===== src/inc/sas_pkg.sv =====
/*
 Shared constants and types for the SAR converter sequencer: register
 indices and byte addresses, reset values, field layouts, modes, states
 and conversion step lengths.
 Assumes a 32-bit AXI4-Lite register bus with one aligned word per register.
*/
package sas_pkg;

   // ==========================================================
   // Register map: printed offsets are indices, byte address = 4 * index
   localparam logic [7:0] CTRL_ONE_IDX = 8'h1c;
   localparam logic [7:0] CTRL_TWO_IDX = 8'h1d;
   localparam logic [7:0] RESULT_LOW_IDX = 8'h1e;
   localparam logic [7:0] RESULT_HIGH_IDX = 8'h1f;
   localparam logic [7:0] CTRL_ONE_ADDR = 8'h70;
   localparam logic [7:0] CTRL_TWO_ADDR = 8'h74;
   localparam logic [7:0] RESULT_LOW_ADDR = 8'h78;
   localparam logic [7:0] RESULT_HIGH_ADDR = 8'h7c;

   // ==========================================================
   // Reset values
   localparam logic [7:0] CTRL_ONE_RESET = 8'h10;
   localparam logic [7:0] CTRL_TWO_RESET = 8'h10;
   localparam logic [9:0] RESULT_RESET = 10'h000;

   // ==========================================================
   // Bus answers
   localparam logic [1:0] RESP_OKAY = 2'h0;
   localparam logic [1:0] RESP_SLVERR = 2'h2;

   // ==========================================================
   // Modes, states and field layouts
   typedef enum logic [1:0] {
      MODE_OFF = 2'b00,
      MODE_SINGLE = 2'b01,
      MODE_RSVD = 2'b10,
      MODE_REPEAT = 2'b11
   } sas_mode_t;

   typedef enum logic [1:0] {
      ST_IDLE = 2'b00,
      ST_SAMPLE = 2'b01,
      ST_CONVERT = 2'b10
   } sas_state_t;

   typedef struct packed {
      logic start;
      sas_mode_t mode;
      logic ain_disable;
      logic [3:0] channel;
   } sas_ctrl_one_t;

   typedef struct packed {
      logic [1:0] top;
      logic ladder_connect;
      logic fixed_one;
      logic [2:0] conv_time;
      logic fixed_zero;
   } sas_ctrl_two_t;

   typedef struct packed {
      logic [3:0] channel;
      logic ain_disable;
      logic sample;
      logic [9:0] dac_code;
      logic dac_connect;
   } sas_analog_t;

   // ==========================================================
   // Conversion timing in main-clock periods, split into 13 equal units:
   // 3 units of sampling and one unit per result bit
   localparam int unsigned RESULT_BITS = 10;
   localparam int unsigned SAMPLE_UNITS = 3;
   localparam int unsigned UNITS_PER_CONV = 13;
   localparam int unsigned CONV_PERIODS_0 = 39;
   localparam int unsigned CONV_PERIODS_2 = 78;
   localparam int unsigned CONV_PERIODS_3 = 156;
   localparam int unsigned CONV_PERIODS_4 = 312;
   localparam int unsigned CONV_PERIODS_5 = 624;
   localparam int unsigned CONV_PERIODS_6 = 1248;
   localparam logic [15:0] UNIT_0 = 16'(CONV_PERIODS_0 / UNITS_PER_CONV);
   localparam logic [15:0] UNIT_2 = 16'(CONV_PERIODS_2 / UNITS_PER_CONV);
   localparam logic [15:0] UNIT_3 = 16'(CONV_PERIODS_3 / UNITS_PER_CONV);
   localparam logic [15:0] UNIT_4 = 16'(CONV_PERIODS_4 / UNITS_PER_CONV);
   localparam logic [15:0] UNIT_5 = 16'(CONV_PERIODS_5 / UNITS_PER_CONV);
   localparam logic [15:0] UNIT_6 = 16'(CONV_PERIODS_6 / UNITS_PER_CONV);

endpackage : sas_pkg


===== src/verilog/sas_sequencer.sv =====
/*
 SAR converter sequencer: AXI4-Lite registers, conversion sequencing, flags.
 Assumes the analog sample-hold, comparator and ladder DAC sit outside, and
 that standby_req is high while the core is in stop, slow or sleep standby.
// Notes on behaviour
// RULE_01: Start bit begins conversion, then self-clears
// RULE_02: Mode 00 off, 01 single, 11 repeat
// RULE_03: Input disable bit gates analog inputs
// RULE_04: Channel field code n selects input n
// RULE_05: Software changes channel only while idle
// RULE_06: Software restarts only after end flag
// RULE_07: Standby resets control registers, blocks writes
// RULE_08: Ladder bit: connect during conversion or always
// RULE_09: Time field picks 39 to 1248 periods
// RULE_10: Software writes bit0 zero, bit4 one
// RULE_11: Control two top bits read undefined
// RULE_12: Software avoids prohibited conversion time codes
// RULE_13: Result bits 9..2 high, 1..0 low
// RULE_14: Completion stores result, sets flag, interrupt
// RULE_15: Reading result high clears end flag
// RULE_16: Busy follows conversion, cleared in standby
// RULE_17: Result low bits 3..0 read unstable
// RULE_18: Single mode does exactly one conversion
// RULE_19: Repeat mode restarts after each completion
// RULE_20: Mode 00 aborts, partial value discarded
// RULE_21: Bits decided MSB first from comparator
// RULE_22: Start with mode 00 or 10 ignored
*/
`timescale 1ns/1ps
`default_nettype none
module sas_sequencer #(
   parameter int unsigned FC_DIV = 1
) (
   input wire logic aclk,
   input wire logic aresetn,
   input wire logic clk_en,
   input wire logic standby_req,
   input wire logic [7:0] s_axi_awaddr,
   input wire logic s_axi_awvalid,
   output logic s_axi_awready,
   input wire logic [31:0] s_axi_wdata,
   input wire logic [3:0] s_axi_wstrb,
   input wire logic s_axi_wvalid,
   output logic s_axi_wready,
   output logic [1:0] s_axi_bresp,
   output logic s_axi_bvalid,
   input wire logic s_axi_bready,
   input wire logic [7:0] s_axi_araddr,
   input wire logic s_axi_arvalid,
   output logic s_axi_arready,
   output logic [31:0] s_axi_rdata,
   output logic [1:0] s_axi_rresp,
   output logic s_axi_rvalid,
   input wire logic s_axi_rready,
   input wire logic comparator,
   output sas_pkg::sas_analog_t analog_out,
   output logic converter_busy_flag,
   output logic conversion_done_irq
);
   import sas_pkg::*;
   // ==========================================================
   // Bus slave
   logic aw_held, next_aw_held, w_held, next_w_held, w_lane, next_w_lane;
   logic [7:0] aw_addr, next_aw_addr, w_byte, next_w_byte, rd_byte;
   logic bvalid, next_bvalid, rvalid, next_rvalid;
   logic [1:0] bresp, next_bresp, rresp, next_rresp;
   logic [31:0] rdata, next_rdata;
   logic wr_fire, ar_fire, rd_clear, wr_mapped, rd_mapped;
   sas_ctrl_one_t ctrl_one, next_ctrl_one;
   sas_ctrl_two_t ctrl_two, next_ctrl_two;
   sas_state_t state, next_state;
   logic [9:0] result, next_result, sar, next_sar, decided;
   logic eoc_flag, next_eoc_flag, irq, next_irq;
   logic [15:0] step_cnt, next_step_cnt, step_len, unit_len;
   logic [3:0] phase, next_phase;
   logic done, step_end, mode_ok;
   assign s_axi_awready = !aw_held;
   assign s_axi_wready = !w_held;
   assign s_axi_arready = !rvalid;
   assign s_axi_bvalid = bvalid;
   assign s_axi_bresp = bresp;
   assign s_axi_rvalid = rvalid;
   assign s_axi_rresp = rresp;
   assign s_axi_rdata = rdata;
   assign wr_fire = aw_held && w_held && !bvalid;
   assign ar_fire = s_axi_arvalid && !rvalid;
   // RULE_15 reading result high
   assign rd_clear = ar_fire && (s_axi_araddr == RESULT_HIGH_ADDR);
   assign wr_mapped = (aw_addr == CTRL_ONE_ADDR) || (aw_addr == CTRL_TWO_ADDR) ||
                      (aw_addr == RESULT_LOW_ADDR) || (aw_addr == RESULT_HIGH_ADDR);
   // Read mux; unstable and undefined bits are driven as zero
   always_comb begin
      rd_mapped = 1'b1;
      unique case (s_axi_araddr)
         CTRL_ONE_ADDR: rd_byte = ctrl_one;
         // RULE_11 top bits zero
         CTRL_TWO_ADDR: rd_byte = {2'h0, ctrl_two[5:0]};
         // RULE_13 RULE_17 low layout
         RESULT_LOW_ADDR: rd_byte = {result[1:0], eoc_flag, converter_busy_flag, 4'h0};
         RESULT_HIGH_ADDR: rd_byte = result[9:2];
         default: begin
            rd_byte = 8'h00;
            rd_mapped = 1'b0;
         end
      endcase
   end
   // Address and data are taken independently, the write acts when both are held
   always_comb begin
      next_aw_held = aw_held;
      next_aw_addr = aw_addr;
      next_w_held = w_held;
      next_w_byte = w_byte;
      next_w_lane = w_lane;
      next_bvalid = bvalid;
      next_bresp = bresp;
      next_rvalid = rvalid;
      next_rresp = rresp;
      next_rdata = rdata;
      if (wr_fire) begin
         next_aw_held = 1'b0;
         next_w_held = 1'b0;
         next_bvalid = 1'b1;
         next_bresp = wr_mapped ? RESP_OKAY : RESP_SLVERR;
      end else if (bvalid && s_axi_bready) next_bvalid = 1'b0;
      if (s_axi_awvalid && !aw_held) begin
         next_aw_held = 1'b1;
         next_aw_addr = s_axi_awaddr;
      end
      if (s_axi_wvalid && !w_held) begin
         next_w_held = 1'b1;
         next_w_byte = s_axi_wdata[7:0];
         next_w_lane = s_axi_wstrb[0];
      end
      if (ar_fire) begin
         next_rvalid = 1'b1;
         next_rdata = {24'h000000, rd_byte};
         next_rresp = rd_mapped ? RESP_OKAY : RESP_SLVERR;
      end else if (rvalid && s_axi_rready) next_rvalid = 1'b0;
   end
   always_ff @(posedge aclk) begin
      if (!aresetn) begin
         aw_held <= 1'b0;
         aw_addr <= 8'h00;
         w_held <= 1'b0;
         w_byte <= 8'h00;
         w_lane <= 1'b0;
         bvalid <= 1'b0;
         bresp <= RESP_OKAY;
         rvalid <= 1'b0;
         rresp <= RESP_OKAY;
         rdata <= 32'h00000000;
      end else if (clk_en) begin
         aw_held <= next_aw_held;
         aw_addr <= next_aw_addr;
         w_held <= next_w_held;
         w_byte <= next_w_byte;
         w_lane <= next_w_lane;
         bvalid <= next_bvalid;
         bresp <= next_bresp;
         rvalid <= next_rvalid;
         rresp <= next_rresp;
         rdata <= next_rdata;
      end
   end
   // ==========================================================
   // Control registers
   // RULE_02 RULE_22 valid start modes
   assign mode_ok = (ctrl_one.mode == MODE_SINGLE) || (ctrl_one.mode == MODE_REPEAT);
   always_comb begin
      next_ctrl_one = ctrl_one;
      next_ctrl_two = ctrl_two;
      // RULE_01 start bit lives one cycle
      next_ctrl_one.start = 1'b0;
      if (wr_fire && w_lane && aw_addr == CTRL_ONE_ADDR) next_ctrl_one = w_byte;
      if (wr_fire && w_lane && aw_addr == CTRL_TWO_ADDR) next_ctrl_two = {2'h0, w_byte[5:0]};
      // RULE_07 standby forces reset values
      if (standby_req) begin
         next_ctrl_one = CTRL_ONE_RESET;
         next_ctrl_two = CTRL_TWO_RESET;
      end
   end
   always_ff @(posedge aclk) begin
      if (!aresetn) begin
         ctrl_one <= CTRL_ONE_RESET;
         ctrl_two <= CTRL_TWO_RESET;
      end else if (clk_en) begin
         ctrl_one <= next_ctrl_one;
         ctrl_two <= next_ctrl_two;
      end
   end
   // ==========================================================
   // Conversion sequencer
   // RULE_09 unit length per time code; reserved codes take the longest
   always_comb begin
      unique case (ctrl_two.conv_time)
         3'b000: unit_len = UNIT_0;
         3'b010: unit_len = UNIT_2;
         3'b011: unit_len = UNIT_3;
         3'b100: unit_len = UNIT_4;
         3'b101: unit_len = UNIT_5;
         default: unit_len = UNIT_6;
      endcase
   end
   assign step_len = 16'(unit_len * FC_DIV);
   assign step_end = (step_cnt == step_len - 16'h0001);
   // RULE_21 keep trial bit when input is above the DAC
   assign decided = comparator ? sar : (sar & ~(10'h001 << phase));
   always_comb begin
      next_state = state;
      next_step_cnt = step_cnt;
      next_phase = phase;
      next_sar = sar;
      done = 1'b0;
      unique case (state)
         ST_IDLE: begin
            // RULE_01 RULE_18 RULE_22 start only in a valid mode
            if (ctrl_one.start && mode_ok) begin
               next_state = ST_SAMPLE;
               next_step_cnt = 16'h0000;
               next_phase = 4'h0;
               next_sar = 10'h000;
            end
         end
         ST_SAMPLE: begin
            if (step_end) begin
               next_step_cnt = 16'h0000;
               if (phase == 4'(SAMPLE_UNITS - 1)) begin
                  next_state = ST_CONVERT;
                  next_phase = 4'(RESULT_BITS - 1);
                  next_sar = 10'h200;
               end else begin
                  next_phase = phase + 4'h1;
               end
            end else begin
               next_step_cnt = step_cnt + 16'h0001;
            end
         end
         ST_CONVERT: begin
            if (step_end) begin
               next_step_cnt = 16'h0000;
               if (phase == 4'h0) begin
                  done = 1'b1;
                  next_sar = decided;
                  // RULE_19 repeat restarts at once
                  next_state = (ctrl_one.mode == MODE_REPEAT) ? ST_SAMPLE : ST_IDLE;
               end else begin
                  next_phase = phase - 4'h1;
                  next_sar = decided | (10'h001 << (phase - 4'h1));
               end
            end else begin
               next_step_cnt = step_cnt + 16'h0001;
            end
         end
         default: next_state = ST_IDLE;
      endcase
      // RULE_20 mode off aborts without storing
      if (state != ST_IDLE && ctrl_one.mode == MODE_OFF) begin
         done = 1'b0;
         next_state = ST_IDLE;
      end
      // RULE_16 standby drops the conversion
      if (standby_req) begin
         done = 1'b0;
         next_state = ST_IDLE;
         next_sar = 10'h000;
      end
   end
   always_ff @(posedge aclk) begin
      if (!aresetn) begin
         state <= ST_IDLE;
         step_cnt <= 16'h0000;
         phase <= 4'h0;
         sar <= 10'h000;
      end else if (clk_en) begin
         state <= next_state;
         step_cnt <= next_step_cnt;
         phase <= next_phase;
         sar <= next_sar;
      end
   end
   // ==========================================================
   // Result, end flag and interrupt
   always_comb begin
      next_result = result;
      next_eoc_flag = eoc_flag;
      next_irq = 1'b0;
      if (rd_clear) next_eoc_flag = 1'b0;
      // RULE_13 RULE_14 store and flag together; set beats the read clear
      if (done) begin
         next_result = next_sar;
         next_eoc_flag = 1'b1;
         next_irq = 1'b1;
      end
      // Earlier results are lost on standby entry
      if (standby_req) begin
         next_result = RESULT_RESET;
         next_eoc_flag = 1'b0;
      end
   end
   always_ff @(posedge aclk) begin
      if (!aresetn) begin
         result <= RESULT_RESET;
         eoc_flag <= 1'b0;
         irq <= 1'b0;
      end else if (clk_en) begin
         result <= next_result;
         eoc_flag <= next_eoc_flag;
         irq <= next_irq;
      end
   end
   // ==========================================================
   // Analog side
   // RULE_16 busy from state
   assign converter_busy_flag = (state != ST_IDLE);
   assign conversion_done_irq = irq;
   // RULE_03 RULE_04 input selection
   assign analog_out.channel = ctrl_one.channel;
   assign analog_out.ain_disable = ctrl_one.ain_disable;
   assign analog_out.sample = (state == ST_SAMPLE);
   assign analog_out.dac_code = sar;
   // RULE_08 ladder connection
   assign analog_out.dac_connect = ctrl_two.ladder_connect || converter_busy_flag;
endmodule : sas_sequencer
`default_nettype wire


===== config.mk =====
export PLATFORM = sky130hd
export DESIGN_NAME = sas_sequencer
export DESIGN_NICKNAME = d
export VERILOG_FILES = /design/src/inc/sas_pkg.sv /design/src/verilog/sas_sequencer.sv
export SDC_FILE = /design/constraint.sdc
export NUM_CORES = 1
export LEC_CHECK = 0
export BUFFER_PORTS_ARGS = -buffer_cell sky130_fd_sc_hd__buf_4
export CAP_MARGIN = 20
export CORE_ASPECT_RATIO = 1.5
export CORE_UTILIZATION = 40
export CTS_CLUSTER_SIZE = 16
export DETAILED_ROUTE_END_ITERATION = 12
export HOLD_SLACK_MARGIN = 0.08
export PLACE_DENSITY = 0.62
export SLEW_MARGIN = 20
export SYNTH_ARGS = -nofsm -noshare
export SYNTH_HDL_FRONTEND = slang
export SYNTH_SLANG_ARGS = --single-unit

===== constraint.sdc =====
create_clock -name aclk -period 5 [get_ports aclk]
set_input_delay 1.5 -clock aclk [delete_from_list [all_inputs] [get_ports aclk]]
set_output_delay 1.5 -clock aclk [all_outputs]
set_load 0.05 [all_outputs]

==> out/metrics.yaml <==
clock_network:
  cts_tree: "yes"
  numCtsBuffers: 9
  clk_pin_slew_worst_paths_ns: 0.07
  cts_hold_buf: 0
  post_cts_resized: 0
  clock_latency_ns: 0.35
  post_cts_buffers: 0
  cts_buffer_depth: 2
  htree_levels: 3
  cts_sinks: 89
  cts_root_buf: "clkbuf_16"
hold_path:
  hp-class: "reg2reg"
final_layout:
  final_common_cell: "dfxtp_1"
  drive_gt1_share_pct: 16.9
  n_fill_cell: 1254
  area_growth_pct: 14.8
  fin_nets: 736
  diodes: 0
  final_cell_mix: "dfxtp_1, nor2_1, buf_4, nand2_1, nand3_1"
global_routing:
  grt_pass1_vias: 4555
  grt_pass1_wl_um: 22500
  antenna_found_initial: 0
  overflow: 0
  grt_max_degree: 29
  grt_use_total_pct: 21.8
power:
  powerDensity_nw_per_um2: 265
  power.internal_mw: 1.13
  netSwitchingFraction_pct: 27.7
  p_leak_nw: 2.33
  irDropWorstVdd_mv: 0.159
  power.share.sequential_pct: 46.6
  clkPwrFrac_pct: 44.3
  p_switching_uw: 432
  p_comb_share_pct: 9.2
placed_design:
  port_buffers: 68
  pre_cts_ws_ns: 0.999
  hpwl_um: 10400
  gp_congestion: 0.860
logic_synthesis:
  synth-main-ff-cell: "dfxtp_1"
  yosysSeqAreaShare_pct: 34.8
  syn_avg_cell_area_um2: 8.40
  yosys_register_bits: 89
  async_flop_share_pct: 0
  ys_warn_count: 0
  synth_enable_flop_cells: 0
  syn-instance-count: 610
  syn_area_um2: 5130
  ys_types: 76
timing:
  grt_setup_unrepaired: "false"
  fin_crit_sh_pct: 76.2
  setup_ws_ns: 1.19
  max_freq_ghz: 0.262
  tns_ns: 0
  slew_violations: 0
  setup_viol: 0
  timing.hold.ws_ns: 0.458
  skew_ns: 0.0116
  final.min_clock_period_ns: 3.81
  finalHoldViolCount: 0
  tightest_slew_ns: 0.923
  relSlewSlack_pct: 36.9
drt:
  drc_errors: 0
  postRouteAntennaNets: 0
  detail_route.wl_per_cell_um: 17.1
  vias: 4718
  dr.first_iter.drc_count: 228
  drt-pass1-iter-count: 6
  wl_um: 14000
  viasPerCell: 5.77
setup_path:
  max_stage_delay_ns: 0.71
  crit_slowest_cell: "o21ai_1"
  end_kind: "flip-flop"
  start_kind: "flip-flop"
  critPathKind: "reg2reg"
  crit_buf_inv: 0
  required_ns: 5.20
  worstPathArrival_ns: 4.01
  crit_family: "simple AND/OR/NAND/NOR gates"
  critPathMaxFanout: 12
  path_cells: "nand2b_1 > and2_1 > ha_1 > nor2b_1 > ha_1 > xnor2_1 > nor3_1 > nand3_2 > nor3_2 > nor2_1 > o21ai_1 > nor2_1"
die:
  rows: 50
  die_y_um: 141
  die_area_um2: 13300
  core_um2: 12500
  initial_utilization_pct: 41.0
  ios: 122
  die_x_um: 94.4
run_status:
  outcome: "completed"
flow_run:
  maxCapViolCount: 0
state kept, by name, summed over array words and instances (netlist names), 2 cells and up:
register	cells
analog_out	5
aw_addr	8
ctrl_one	3
ctrl_two	6
phase	4
result	10
s_axi_rdata	8
sar	10
state	2
step_cnt	16
w_byte	8
synthesized netlist by cell type (all sizes together), types with 4 or more instances:
master / count / area share [%]
clkbuf: 22 / 1.6
dfxtp: 89 / 35
mux2i: 26 / 5.1
nor3: 15 / 1.9
or3: 5 / 0.71
nor4: 9 / 1.2
xnor2: 4 / 0.68
nor2b: 9 / 1.1
o21a: 5 / 0.73
and3: 5 / 0.61
o31ai: 6 / 0.88
a31oi: 5 / 0.61
o211ai: 4 / 0.59
o32ai: 4 / 0.68
nand2: 40 / 2.9
a21oi: 24 / 2.6
or4: 5 / 0.81
a22oi: 26 / 3.8
xor2: 12 / 2.1
inv: 19 / 1.4
nor2: 78 / 5.8
o2bb2ai: 4 / 0.68
nand4: 9 / 1.1
ha: 17 / 4.1
nand4b: 5 / 0.85
buf: 37 / 5.5
nand3: 40 / 4.0
nand2b: 4 / 0.49
o21ai: 29 / 3.0
final cells by class:
cell class              instances  area (um2)  share of cell area (%)
clock buffers                  10         239                    4.06
clock inverters                 6        70.1                    1.19
inverters                      21        78.8                    1.34
multi-input cells             466        3000                    50.9
flip-flops and latches         89        1780                    30.3
well taps                     156         195                    3.32
repair buffers                 70         526                    8.93
metrics by stage:
stage | cells | power (mW) | util (%) | instance area (um2)
after floorplan | 635 | 0.859 | - | 5220
after global placement | 802 | 0.883 | 44.6 | 5580
after detailed placement | 802 | 0.885 | 44.6 | 5580
after CTS | 818 | 1.57 | 47.1 | 5890
after global routing | 818 | 1.61 | 47.1 | 5890
final | 818 | 1.56 | 47.1 | 5890
power groups by stage:
stage	logic (mW)	registers (mW)	clock network, mW
global placement	0.141	0.742	0
CTS	0.143	0.726	0.705
finish	0.143	0.726	0.690
global route	0.154	0.727	0.734
detailed placement	0.142	0.742	0
floorplan	0.114	0.745	0
layer usage:
metal	track usage, %	wire, um	vias to the layer above
li1	-	-	2250
met3	2.80	528	37
met2	37.9	7140	163
met5	0	0	-
met1	25.5	5780	2268
met4	11.6	518	0
worst paths after layout:
kind	from	to	slack, ns	cells past startpoint
worst min register to register	w_held$_SDFFE_PN0P_	w_held$_SDFFE_PN0P_	0.46	2
worst min-delay path	w_held$_SDFFE_PN0P_	w_held$_SDFFE_PN0P_	0.46	2
worst max register to register	ctrl_two[1]$_SDFFE_PN0P_	step_cnt[8]$_SDFFE_PN0P_	1.19	12
worst max-delay path	ctrl_two[1]$_SDFFE_PN0P_	step_cnt[8]$_SDFFE_PN0P_	1.19	12
logic make-up after synthesis:
family,Yosys count,synth area share (%)
mux,31,6.61
compound gates,138,19.3
simple gates,238,23.7
buf+inv,80,8.62
fa+ha+maj,17,4.15
xor+xnor,16,2.73
other cells,1,0.0732
flops,89,34.8
tightest hold or removal path, delay by kind of cell, from the launching register on:
family,cells,cell delay (ns)
AND/OR/NAND/NOR,1,0.05
AO/OA/AOI/OAI,1,0.05
flip-flops,1,0.31
(Power assumes the default switching activity.)
